--- src/verilog/tvsmn_params.svh ---
// Register offsets, field layouts, masks and reset values for the timing block
`ifndef TVSMN_PARAMS_SVH
`define TVSMN_PARAMS_SVH

// Register offsets (byte addresses)
`define TVSMN_OFS_VSYNC 20'hE0014
`define TVSMN_OFS_BORDER 20'hE0020
`define TVSMN_OFS_SHIFT 20'hE0028
`define TVSMN_OFS_DATA_M1 20'hE0030
`define TVSMN_OFS_DATA_N1 20'hE0034
`define TVSMN_OFS_DATA_M2 20'hE0038
`define TVSMN_OFS_DATA_N2 20'hE003C
`define TVSMN_OFS_LINK_M1 20'hE0040
`define TVSMN_OFS_LINK_N1 20'hE0044
`define TVSMN_OFS_LINK_M2 20'hE0048
`define TVSMN_OFS_LINK_N2 20'hE004C
`define TVSMN_OFS_PKT_CTL 20'hE0200

// Writable-bit masks; all other bits are reserved and read zero
`define TVSMN_MASK_VSYNC 32'h1FFF1FFF
`define TVSMN_MASK_BORDER 32'h00FFFFFF
`define TVSMN_MASK_SHIFT 32'h00001FFF
`define TVSMN_MASK_DATA_M 32'h7EFFFFFF
`define TVSMN_MASK_RATIO 32'h00FFFFFF
`define TVSMN_MASK_PKT_CTL 32'hE3F8000F

// Reset values
`define TVSMN_RST_ZERO 32'h00000000
`define TVSMN_RST_PKT_CTL 32'h20000000

// Field positions
`define TVSMN_VS_END_MSB 28
`define TVSMN_VS_END_LSB 16
`define TVSMN_VS_START_MSB 12
`define TVSMN_VS_START_LSB 0
`define TVSMN_TU_MSB 30
`define TVSMN_TU_LSB 25
`define TVSMN_RATIO_MSB 23
`define TVSMN_RED_MSB 23
`define TVSMN_RED_LSB 16
`define TVSMN_GRN_MSB 15
`define TVSMN_GRN_LSB 8
`define TVSMN_BLU_MSB 7
`define TVSMN_BLU_LSB 0
`define TVSMN_SHIFT_MSB 12

`endif

--- src/verilog/tvsmn_pkg.sv ---
// Types shared by the transcoder sync, border and M/N ratio block
`default_nettype none
package tvsmn_pkg;

   // Colour depth of the transcoder, per component
   typedef enum logic [1:0] {
      TVSMN_BPC_6,
      TVSMN_BPC_8,
      TVSMN_BPC_10,
      TVSMN_BPC_12
   } tvsmn_bpc_e;

   // One M/N ratio set (data pair with transfer unit, link pair)
   typedef struct packed {
      logic [5:0] tu_size;
      logic [23:0] data_m;
      logic [23:0] data_n;
      logic [23:0] link_m;
      logic [23:0] link_n;
   } tvsmn_ratio_s;

endpackage : tvsmn_pkg
`default_nettype wire

--- src/verilog/tvsmn_core.sv ---
// Transcoder vertical sync, border colour and double-buffered M/N block
//
// Overview of operation
// RULE_01 - Sync end field sits at bits 28:16, absolute line from active start.
// RULE_02 - Sync start field sits at bits 12:0, first active line is zero.
// RULE_03 - Interlaced modes halve the sync start and end for each field.
// RULE_04 - Per-field sync positions ignore the inserted half lines.
// RULE_05 - Border regions output the 8-bit red, green, blue border colour.
// RULE_06 - Border components padded or truncated for non 8-bit colour depth.
// RULE_07 - Second-field sync shift is used only in interlaced modes.
// RULE_08 - Shift only in interlaced second field; else sync starts at hsync.
// RULE_09 - Software sets shift to hsync start minus half the horizontal total.
// RULE_10 - Data M holds transfer unit size minus one at bits 30:25.
// RULE_11 - Data M and N are 24-bit values for the differential accumulator.
// RULE_12 - Link M values go out in the main stream attributes.
// RULE_13 - Link N values go out in stream attributes and the VB-ID.
// RULE_14 - All M/N registers double-buffered, copied at vertical blank start.
// RULE_15 - Writing a set's link N register arms that whole set's update.
// RULE_16 - First set serves high power rate, second set low power rate.
// RULE_17 - Software programs both sets before switching refresh rates.
// RULE_18 - Software derives link and data ratios from dot and symbol clocks.
// RULE_19 - Packet control writes act immediately; reset value 20000000h.
// RULE_20 - Reserved bits ignore writes and read back as zero.
`timescale 1ns/1ps
`default_nettype none
`include "tvsmn_params.svh"

module tvsmn_core #(
   parameter int ADDR_W = 20,
   parameter int POS_W = 13
) (
   // Clock and reset
   input wire logic clk_sys_i,
   input wire logic rst_i,
   // Register access port
   input wire logic reg_wr_i,
   input wire logic reg_rd_i,
   input wire logic [ADDR_W-1:0] reg_addr_i,
   input wire logic [31:0] reg_wdata_i,
   output logic [31:0] reg_rdata_o,
   // Raster position and mode from the timing counters
   input wire logic [POS_W-1:0] line_i,
   input wire logic [POS_W-1:0] pixel_i,
   input wire logic [POS_W-1:0] hsync_start_i,
   input wire logic interlaced_i,
   input wire logic second_field_i,
   input wire logic vblank_start_i,
   input wire logic border_i,
   input wire tvsmn_pkg::tvsmn_bpc_e bpc_i,
   input wire logic low_rate_i,
   // Sync and border pixel outputs
   output logic vsync_o,
   output logic border_valid_o,
   output logic [11:0] border_red_o,
   output logic [11:0] border_green_o,
   output logic [11:0] border_blue_o,
   // Active ratio outputs and packet control
   output logic [5:0] transfer_unit_size_o,
   output logic [23:0] accum_data_m_o,
   output logic [23:0] accum_data_n_o,
   output logic [23:0] msa_link_m_o,
   output logic [23:0] msa_link_n_o,
   output logic [23:0] vbid_link_n_o,
   output logic [31:0] video_packet_control_o
);
   import tvsmn_pkg::*;

   // Whole module state in one record
   typedef struct packed {
      // Software-visible registers, reserved bits held at zero
      logic [31:0] vertical_sync_position;
      logic [31:0] border_colour;
      logic [31:0] second_field_sync_shift;
      logic [31:0] data_ratio_m_first;
      logic [31:0] data_ratio_n_first;
      logic [31:0] data_ratio_m_second;
      logic [31:0] data_ratio_n_second;
      logic [31:0] link_ratio_m_first;
      logic [31:0] link_ratio_n_first;
      logic [31:0] link_ratio_m_second;
      logic [31:0] link_ratio_n_second;
      logic [31:0] video_packet_control;

      // Active ratio sets and their arm flags
      tvsmn_ratio_s active_first;
      tvsmn_ratio_s active_second;
      logic armed_first;
      logic armed_second;

      // Output staging; every port but video_packet_control_o reads one of these flops
      logic [31:0] rdata;
      logic vsync;
      logic border_valid;
      logic [11:0] border_red;
      logic [11:0] border_green;
      logic [11:0] border_blue;
      logic [5:0] tu_size;
      logic [23:0] data_m;
      logic [23:0] data_n;
      logic [23:0] link_m;
      logic [23:0] link_n;
   } tvsmn_state_s;

   tvsmn_state_s state_reg;
   tvsmn_state_s state_next;

   // Fit one 8-bit component to the transcoder depth, low aligned: six
   // bits drop the two low bits, ten and twelve pad zeros underneath
   function automatic logic [11:0] tvsmn_depth(input logic [7:0] comp,
                                               input tvsmn_bpc_e bpc);
      logic [11:0] res;
      res = 12'h000;
      case (bpc)
         TVSMN_BPC_6: res = {6'h00, comp[7:2]}; // Drop low bits [RULE_06]
         TVSMN_BPC_8: res = {4'h0, comp};
         TVSMN_BPC_10: res = {2'h0, comp, 2'h0}; // Zero pad [RULE_06]
         TVSMN_BPC_12: res = {comp, 4'h0};
         default: res = {4'h0, comp};
      endcase
      return res;
   endfunction : tvsmn_depth

   // Gather a staged set into its active form
   function automatic tvsmn_ratio_s tvsmn_pack(input logic [31:0] dm,
                                              input logic [31:0] dn,
                                              input logic [31:0] lm,
                                              input logic [31:0] ln);
      tvsmn_ratio_s s;
      s.tu_size = dm[`TVSMN_TU_MSB:`TVSMN_TU_LSB]; // Size minus one [RULE_10]
      s.data_m = dm[`TVSMN_RATIO_MSB:0]; // [RULE_11]
      s.data_n = dn[`TVSMN_RATIO_MSB:0]; // [RULE_11]
      s.link_m = lm[`TVSMN_RATIO_MSB:0];
      s.link_n = ln[`TVSMN_RATIO_MSB:0];
      return s;
   endfunction : tvsmn_pack

   // Per-field sync lines and the pixel where sync moves
   logic [12:0] vs_start_raw;
   logic [12:0] vs_end_raw;
   logic [12:0] vs_start_line;
   logic [12:0] vs_stop_line;
   logic [12:0] vs_edge_pixel;
   logic shift_used;

   // The line input counts whole lines only, so the halved figures never
   // include the half lines that interlaced timing inserts [RULE_04]
   always_comb begin
      vs_start_raw = state_reg.vertical_sync_position
                     [`TVSMN_VS_START_MSB:`TVSMN_VS_START_LSB]; // [RULE_02]
      vs_end_raw = state_reg.vertical_sync_position
                   [`TVSMN_VS_END_MSB:`TVSMN_VS_END_LSB]; // [RULE_01]
      if (interlaced_i) begin
         vs_start_line = {1'b0, vs_start_raw[12:1]}; // [RULE_03]
         vs_stop_line = {1'b0, vs_end_raw[12:1]}; // [RULE_03]
      end else begin
         vs_start_line = vs_start_raw;
         vs_stop_line = vs_end_raw;
      end
      // Sync ends after the whole end line, so stop one line later
      vs_stop_line = vs_stop_line + 13'h0001;
      shift_used = interlaced_i & second_field_i; // [RULE_07] [RULE_08]
      if (shift_used) begin
         vs_edge_pixel = state_reg.second_field_sync_shift
                         [`TVSMN_SHIFT_MSB:0]; // [RULE_08]
      end else begin
         vs_edge_pixel = hsync_start_i[12:0]; // [RULE_08]
      end
   end

   // Register decode, double buffering and output staging
   always_comb begin
      logic [31:0] wd;
      logic hit_ln1;
      logic hit_ln2;
      tvsmn_ratio_s sel;
      wd = reg_wdata_i;
      hit_ln1 = 1'b0;
      hit_ln2 = 1'b0;
      // Default pick keeps the selection defined on every path
      sel = state_reg.active_first;
      state_next = state_reg;

      // Writes keep only the defined bits [RULE_20]
      if (reg_wr_i) begin
         case (reg_addr_i)
            `TVSMN_OFS_VSYNC:
               state_next.vertical_sync_position = wd & `TVSMN_MASK_VSYNC;
            `TVSMN_OFS_BORDER:
               state_next.border_colour = wd & `TVSMN_MASK_BORDER;
            `TVSMN_OFS_SHIFT:
               state_next.second_field_sync_shift = wd & `TVSMN_MASK_SHIFT;
            `TVSMN_OFS_DATA_M1:
               state_next.data_ratio_m_first = wd & `TVSMN_MASK_DATA_M;
            `TVSMN_OFS_DATA_N1:
               state_next.data_ratio_n_first = wd & `TVSMN_MASK_RATIO;
            `TVSMN_OFS_DATA_M2:
               state_next.data_ratio_m_second = wd & `TVSMN_MASK_DATA_M;
            `TVSMN_OFS_DATA_N2:
               state_next.data_ratio_n_second = wd & `TVSMN_MASK_RATIO;
            `TVSMN_OFS_LINK_M1:
               state_next.link_ratio_m_first = wd & `TVSMN_MASK_RATIO;
            `TVSMN_OFS_LINK_N1: begin
               state_next.link_ratio_n_first = wd & `TVSMN_MASK_RATIO;
               hit_ln1 = 1'b1; // [RULE_15]
            end
            `TVSMN_OFS_LINK_M2:
               state_next.link_ratio_m_second = wd & `TVSMN_MASK_RATIO;
            `TVSMN_OFS_LINK_N2: begin
               state_next.link_ratio_n_second = wd & `TVSMN_MASK_RATIO;
               hit_ln2 = 1'b1; // [RULE_15]
            end
            `TVSMN_OFS_PKT_CTL: // No staging copy, acts at once [RULE_19]
               state_next.video_packet_control = wd & `TVSMN_MASK_PKT_CTL;
            default: ;
         endcase
      end

      // Read data, unmapped addresses and reserved bits read zero [RULE_20]
      state_next.rdata = 32'h00000000;
      if (reg_rd_i) begin
         case (reg_addr_i)
            `TVSMN_OFS_VSYNC:
               state_next.rdata = state_reg.vertical_sync_position;
            `TVSMN_OFS_BORDER:
               state_next.rdata = state_reg.border_colour;
            `TVSMN_OFS_SHIFT:
               state_next.rdata = state_reg.second_field_sync_shift;
            `TVSMN_OFS_DATA_M1:
               state_next.rdata = state_reg.data_ratio_m_first;
            `TVSMN_OFS_DATA_N1:
               state_next.rdata = state_reg.data_ratio_n_first;
            `TVSMN_OFS_DATA_M2:
               state_next.rdata = state_reg.data_ratio_m_second;
            `TVSMN_OFS_DATA_N2:
               state_next.rdata = state_reg.data_ratio_n_second;
            `TVSMN_OFS_LINK_M1:
               state_next.rdata = state_reg.link_ratio_m_first;
            `TVSMN_OFS_LINK_N1:
               state_next.rdata = state_reg.link_ratio_n_first;
            `TVSMN_OFS_LINK_M2:
               state_next.rdata = state_reg.link_ratio_m_second;
            `TVSMN_OFS_LINK_N2:
               state_next.rdata = state_reg.link_ratio_n_second;
            `TVSMN_OFS_PKT_CTL:
               state_next.rdata = state_reg.video_packet_control;
            default: state_next.rdata = 32'h00000000;
         endcase
      end

      // Armed sets copy at blank start; copies use the values held before
      // this edge, so a link N write landing with the blank pulse stays armed
      if (vblank_start_i && state_reg.armed_first) begin
         state_next.active_first = tvsmn_pack(state_reg.data_ratio_m_first,
            state_reg.data_ratio_n_first, state_reg.link_ratio_m_first,
            state_reg.link_ratio_n_first); // [RULE_14]
      end
      if (vblank_start_i && state_reg.armed_second) begin
         state_next.active_second = tvsmn_pack(state_reg.data_ratio_m_second,
            state_reg.data_ratio_n_second, state_reg.link_ratio_m_second,
            state_reg.link_ratio_n_second); // [RULE_14]
      end
      // Arm set wins over the clear by the blank pulse
      if (hit_ln1) begin
         state_next.armed_first = 1'b1; // [RULE_15]
      end else if (vblank_start_i) begin
         state_next.armed_first = 1'b0; // [RULE_14]
      end
      if (hit_ln2) begin
         state_next.armed_second = 1'b1; // [RULE_15]
      end else if (vblank_start_i) begin
         state_next.armed_second = 1'b0; // [RULE_14]
      end

      // Rate choice comes from the upstream stream attributes [RULE_16]
      sel = low_rate_i ? state_reg.active_second : state_reg.active_first;
      state_next.tu_size = sel.tu_size; // [RULE_10]
      state_next.data_m = sel.data_m; // [RULE_11]
      state_next.data_n = sel.data_n; // [RULE_11]
      state_next.link_m = sel.link_m; // [RULE_12]
      state_next.link_n = sel.link_n; // [RULE_13]

      // Vertical sync edges at the chosen pixel of the start and stop lines;
      // start is tested first, so it wins if both lines coincide
      if (line_i[12:0] == vs_start_line &&
          pixel_i[12:0] == vs_edge_pixel) begin
         state_next.vsync = 1'b1; // [RULE_02] [RULE_03]
      end else if (line_i[12:0] == vs_stop_line &&
                   pixel_i[12:0] == vs_edge_pixel) begin
         state_next.vsync = 1'b0; // [RULE_01] [RULE_03]
      end

      // Border pixels, scaled to the current depth
      state_next.border_valid = border_i; // [RULE_05]
      state_next.border_red = tvsmn_depth(
         state_reg.border_colour[`TVSMN_RED_MSB:`TVSMN_RED_LSB], bpc_i);
      state_next.border_green = tvsmn_depth(
         state_reg.border_colour[`TVSMN_GRN_MSB:`TVSMN_GRN_LSB], bpc_i);
      state_next.border_blue = tvsmn_depth(
         state_reg.border_colour[`TVSMN_BLU_MSB:`TVSMN_BLU_LSB], bpc_i);
      if (!border_i) begin
         // Keep colour lanes quiet outside the border to ease debug
         state_next.border_red = 12'h000;
         state_next.border_green = 12'h000;
         state_next.border_blue = 12'h000;
      end
   end

   // State register with synchronous reset
   always_ff @(posedge clk_sys_i) begin
      if (rst_i) begin
         state_reg <= '0;
         state_reg.video_packet_control <= `TVSMN_RST_PKT_CTL; // [RULE_19]
      end else begin
         state_reg <= state_next;
      end
   end

   // Every output is a flop of the state record
   assign reg_rdata_o = state_reg.rdata;
   assign vsync_o = state_reg.vsync;
   assign border_valid_o = state_reg.border_valid;
   assign border_red_o = state_reg.border_red;
   assign border_green_o = state_reg.border_green;
   assign border_blue_o = state_reg.border_blue;
   assign transfer_unit_size_o = state_reg.tu_size;
   assign accum_data_m_o = state_reg.data_m;
   assign accum_data_n_o = state_reg.data_n;
   assign msa_link_m_o = state_reg.link_m; // [RULE_12]
   assign msa_link_n_o = state_reg.link_n; // [RULE_13]
   assign vbid_link_n_o = state_reg.link_n; // [RULE_13]
   assign video_packet_control_o = state_reg.video_packet_control;

endmodule : tvsmn_core
`default_nettype wire

--- config.mk ---
export PLATFORM = sky130hd
export DESIGN_NAME = tvsmn_core
export DESIGN_NICKNAME = d
export VERILOG_FILES = /design/src/verilog/tvsmn_pkg.sv /design/src/verilog/tvsmn_core.sv
export VERILOG_INCLUDE_DIRS = /design/src /design/src/verilog
export SDC_FILE = /design/constraint.sdc
export NUM_CORES = 1
export LEC_CHECK = 0
export ABC_AREA = 1
export BUFFER_PORTS_ARGS = -buffer_cell sky130_fd_sc_hd__clkbuf_2
export CORE_ASPECT_RATIO = 1.4
export CORE_MARGIN = 2
export CORE_UTILIZATION = 47
export CTS_CLUSTER_DIAMETER = 40
export CTS_CLUSTER_SIZE = 24
export DETAILED_ROUTE_END_ITERATION = 12
export GPL_ROUTABILITY_DRIVEN = 0
export PLACE_DENSITY = 0.67
export REMOVE_ABC_BUFFERS = 1
export SYNTH_ARGS = -nofsm -noshare
export SYNTH_HDL_FRONTEND = slang
export SYNTH_SLANG_ARGS = --single-unit
--- constraint.sdc ---
create_clock -name clk_sys_i -period 2.3 [get_ports clk_sys_i]
set_input_delay 0.115 -clock clk_sys_i [delete_from_list [all_inputs] [get_ports clk_sys_i]]
set_output_delay 0.115 -clock clk_sys_i [all_outputs]
set_load 0.02 [all_outputs]
After elaboration in Yosys (flattened, before gate mapping) --
Cells that the tools add are included. Widths: inputs -> output; s select.
Word-level totals: logic and storage cells 96, output and inout bits 228, register bits 659, bits of input ports 102
Operators by class: multiplexer cells 17, equality and inequality tests 18, add/subtract/negate cells 1, reductions and logical operators 22, bitwise logic cells 3
Operators by type and width (count):
- $pmux 32 s12 | 1
- $eq 20x20->1 const B | 12
- $pmux 12 s4 | 3
- $mux 102 | 1
- $eq 13x13->1 | 3
- $mux 13 | 3
- $reduce_and 2->1 | 12
- $add 13x1->13 const B | 1
- $mux 1 | 9
- $reduce_bool 2->1 | 3
- $eq 2x2->1 const B | 2
- $logic_and 1x1->1 | 4
- $reduce_or 2->1 | 2
- $eq 2x1->1 const B | 1
- $logic_not 2->1 | 1
- $not 1->1 | 2
- $and 1x1->1 | 1

Depth between registers and ports, before layout --
word-level depth 6, mapped depth 18, depth with buffers taken out 17

Worst setup path after synthesis --
OpenSTA, ideal clock, no wires.
path type reg-to-reg, from reg state_reg[747] (netlist bit), to reg state_reg (netlist bit vsync_o), cell stages (with the launch flop) 13, clock period less this slack 1.584 ns, arrival time 1.451 ns, path buffers 0, setup slack 0.716 ns, required time 2.167 ns, setup time 0.133 ns, cell sequence dfxtp_1 -> nand2_1 -> nand2_1 -> ha_1 -> xor2_1 -> a21oi_1 -> nand2_1 -> nor2_1 -> nand3_1 -> nor2_1 -> nand3_1 -> nand2_1 -> a21oi_1
On the way: longest elaborated chain between the ends 5
Ends and longest elaborated chain:
- start, declared | line tvsmn_core.sv:104 | tvsmn_state_s state_reg;
- start signal, assigned | line tvsmn_core.sv:314 | state_reg <= state_next;
- $mux 13 | line tvsmn_core.sv:152 | if (interlaced_i) begin
- $add 13x1->13 | line tvsmn_core.sv:160 | vs_stop_line = vs_stop_line + 13'h0001;
- $eq 13x13->1 | line tvsmn_core.sv:287 | end else if (line_i[12:0] == vs_stop_line &&
- $logic_and 1x1->1 | line tvsmn_core.sv:287
- $reduce_bool 2->1 (no line)
No other way between the ends. A chain may end at the register's enable or synchronous reset.

Worst setup path after layout --
from reg state_reg[732] (netlist bit), to reg state_reg (netlist bit vsync_o)
On the way: longest elaborated chain between the ends 4, elaborated cells on any way between the ends 5, those cells by class eq/ne: 1; mux: 2; reduce/logical: 2
Ends and longest elaborated chain:
- $mux 13 (*) | line tvsmn_core.sv:152
- $eq 13x13->1 (*) | line tvsmn_core.sv:284 | if (line_i[12:0] == vs_start_line &&
- $logic_and 1x1->1 (*) | line tvsmn_core.sv:284
- $mux 1 / $reduce_bool 2->1 (equally long branches)
Every way passes the cells marked *; elsewhere a longest branch is shown, timed or not.

==> results.cfg <==
[run_status]
status = finished, final reports clean

[grt]
grt_overflow_total = 0
grt_pass1_wl_mm = 130
grt_usage_pct = 29.0
grt_pass1_vias = 21700
antenna_found_initial = 8
grt_max_degree = 153

[critical_path]
r2r-start = state_reg[732]$_SDFFE_PP0P_
cp-end-kind = flop
path_max_fanout = 3
worstSetupStartpoint = state_reg[732]$_SDFFE_PP0P_
worstSetupEndpoint = vsync_o$_SDFFE_PP0P_
regToRegEndpoint = vsync_o$_SDFFE_PP0P_
cp.arrival_ps = 2770
critical_path_class = reg -> reg
reg2reg_depth = 9
cp.required_ps = 2870
reg2reg_slack_ps = 90
cp-start-kind = flop

[sta]
clock_skew_ps = 24.0
worst_pin_slew_ps = 773
fin_crit_sh_pct = 96.0
slew_headroom_pct = 48.4
slew_viol_final = 0
max_freq_mhz = 453
tns_ps = 0
hold_violations = 0
finalSetupViolations = 0
hold_ws_ps = 28.6
fin_crit_ps = 2210
rsz0062_at_grt = false

[yosys]
synthArstFlopShare_pct = 0
synth_edf_count = 0
synth_top_area_share_pct = 48.8
syn_inst = 3508
synth_ff_type = dfxtp_1
yosysSeqAreaShare_pct = 48.8
ys_ff_latch = 659
synth_cell_types = 41
syn_area_um2 = 27000
avgSynthCellArea_um2 = 7.70
yosys_warnings = 0
synth_area_leaders = dfxtp_1, o21ai_0, nor2_1
yosysTopAreaCell = dfxtp_1

[power_and_ir_drop]
switching_power_mw = 6.30
pwr-share-seq_pct = 47.5
p_comb_share_pct = 5.0
p_int_mw = 17.9
p_sw_share_pct = 26.0
power_density_nw_per_um2 = 792
p_leak_nw = 12.5
irDropWorstVdd_mv = 0.450
power_frac_clock_pct = 47.5

[clock_tree]
cts.sinks = 659
cts_tree = built
cts_root_buffer = clkbuf_16
post_cts_buffers = 0
cts_buffers = 66
clkTransAtPathRegs_ps = 80
worstSkewPairLatency_ps = 630
clock_path_buffers = 3
cts-resized-gates = 0
cts_max_level = 3

[routing]
antenna_left = 0
wire_per_inst_um = 20.1
drc = 0
drt-total-wl_mm = 87.9
vias = 23800
dr.pass1.iters = 8
drt_iter0_markers = 2110
vias_per_cell = 5.43

[finish]
final_layout_size_suffix_gt1_share_pct = 15.8
num-nets-final = 3679
largest_reg_flops = 473
areaGrowthSynthToFinish_pct = 13.1

[floorplanning]
die_h_um = 288
initial_core_util_pct = 47.3
pin_count = 330
rows = 104
die_w_um = 207
dieArea_um2 = 59400
core-area_um2 = 57100

[job]
maxCapViolCount = 0

[placed_design]
io_buffers = 311
dpl.hpwl_mm = 58.8

[worst_hold_path]
hp-class = in -> reg
## cell type report
class,count,area [um2]
Antenna cell,6,15.0
Sequential cell,659,13200
Timing Repair Buffer,431,2860
Multi-Input combinational cell,2180,10300
Clock buffer,70,1680
Fill cell,5444,26600
Inverter,238,906
Clock inverter,51,652
Tap cell,742,928
## synthesized netlist by cell type (3+ instances only)
| library cell | n |
|---|---|
| a21oi_1 | 382 |
| a211oi_1 | 16 |
| o21ai_1 | 32 |
| inv_2 | 19 |
| xor2_1 | 18 |
| a22oi_1 | 37 |
| nor2_2 | 14 |
| a221oi_1 | 5 |
| buf_2 | 56 |
| nor3_1 | 19 |
| nor2_1 | 599 |
| a22o_1 | 3 |
| o211ai_1 | 8 |
| buf_4 | 237 |
| o221ai_1 | 15 |
| dfxtp_1 | 659 |
| o21ai_0 | 618 |
| buf_1 | 3 |
| o22ai_1 | 16 |
| nand2_1 | 290 |
| nand2_2 | 3 |
| clkbuf_1 | 147 |
| nor2_4 | 11 |
| xnor2_1 | 6 |
| buf_6 | 5 |
| nand3_1 | 46 |
| clkinv_1 | 11 |
| a31oi_1 | 3 |
| inv_1 | 208 |
| nand4_1 | 8 |
## routing by layer
layer	GRT usage, %	vias up	part of all wire [%]
li1	-	11500	-
met1	37.7	11100	41
met2	46.2	1022	47
met3	4.22	202	7.7
met4	15.9	2	5.0
met5	0	-	0.015
## what timing repair did
| action | 4_1_cts | 5_1_grt |
|---|---|---|
| setup endpoints to repair | 0 | 0 |
| hold buffers | 40 | 0 |
| hold endpoints to repair | 300 | 0 |
## power by group through the flow
stage	registers, mW	clock network, mW	logic, mW
finish	11.5	11.5	1.21
global route	11.5	12.1	1.32
CTS	11.5	11.6	1.20
detailed placement	11.8	0	1.15
global placement	11.8	0	1.15
floorplan	11.9	0	0.540
## worst max-delay path, cell delays in order (launching register included)
cell and delay (ps):
dfxtp_1 380, inv_1 100, o21ai_0 350, o21ai_0 130, a211oi_1 190, nand3_1 110, nor2_1 120, dlygate4sd3_1 550
nand2_1 50, a21oi_1 140
## worst min-delay path by stage
stage	start	to	slack, ps	depth (start not counted)
final	line_i[6]	vsync_o$_SDFFE_PP0P_	30	7
after global routing	bpc_i[1]	border_green_o[5]$_SDFF_PP0_	80	3
after CTS	line_i[6]	vsync_o$_SDFFE_PP0P_	7	7
after detailed placement	reg_wdata_i[31]	video_packet_control_o[31]$_SDFFE_PP0P_	360	3
after global placement	reg_wdata_i[31]	video_packet_control_o[31]$_SDFFE_PP0P_	360	3
after floorplan	rst_i	vsync_o$_SDFFE_PP0P_	180	1
## cells in the final DEF, fill, tap and decap left out, types with 6 or more instances in the layout
| cell | Yosys | layout |
|---|---|---|
| nand2_1 | 290 | 288 |
| inv_8 | 0 | 15 |
| nand4_1 | 8 | 8 |
| inv_6 | 0 | 9 |
| a22oi_1 | 37 | 37 |
| dlygate4sd3_1 | 0 | 40 |
| nor2_2 | 14 | 16 |
| buf_12 | 0 | 24 |
| nor2_1 | 599 | 596 |
| o22ai_1 | 16 | 16 |
| o21ai_1 | 32 | 32 |
| clkbuf_2 | 0 | 310 |
| dfxtp_1 | 659 | 659 |
| clkinv_8 | 0 | 10 |
| nand3_1 | 46 | 46 |
| nor2_4 | 11 | 12 |
| xnor2_1 | 6 | 6 |
| o211ai_1 | 8 | 8 |
| a21oi_1 | 382 | 382 |
| a211oi_1 | 16 | 16 |
| conb_1 | 1 | 18 |
| nor3_1 | 19 | 19 |
| inv_2 | 19 | 18 |
| o21ai_0 | 618 | 618 |
| inv_1 | 208 | 206 |
| buf_4 | 237 | 56 |
| clkinv_1 | 11 | 10 |
| o221ai_1 | 15 | 15 |
| diode_2 | 0 | 6 |
| clkbuf_16 | 0 | 66 |
| xor2_1 | 18 | 18 |
## stage by stage
step | setup slack (ps) | power [mW] | instances | area [um2] | util, %
2_1_floorplan | -5880 | 12.4 | 3077 | 24400 | -
3_5_place_dp | 205 | 12.9 | 4210 | 27800 | 48.7
4_1_cts | 138 | 24.3 | 4371 | 30600 | 53.5
3_3_place_gp | 176 | 12.9 | 4210 | 27800 | 48.7
5_1_grt | 40.3 | 24.9 | 4377 | 30600 | 53.5
6_report | 92.2 | 24.2 | 4377 | 30600 | 53.5
## cells by family (layout without fill, tap and decap cells)
group / after synthesis / after routing / share of synthesized area (%)
adders and majority gates: 1 / 1 / 0.0463
xor gates and xnor gates: 24 / 24 / 0.778
buffers and inverters: 686 / 790 / 13.2
AOI/OAI and AO/OA: 1136 / 1136 / 22.0
DFF: 659 / 659 / 48.8
and+or+nand+nor: 1001 / 1001 / 15.1
other: 1 / 24 / 0.0139
No activity file was read; power rests on OpenSTA's default activity.
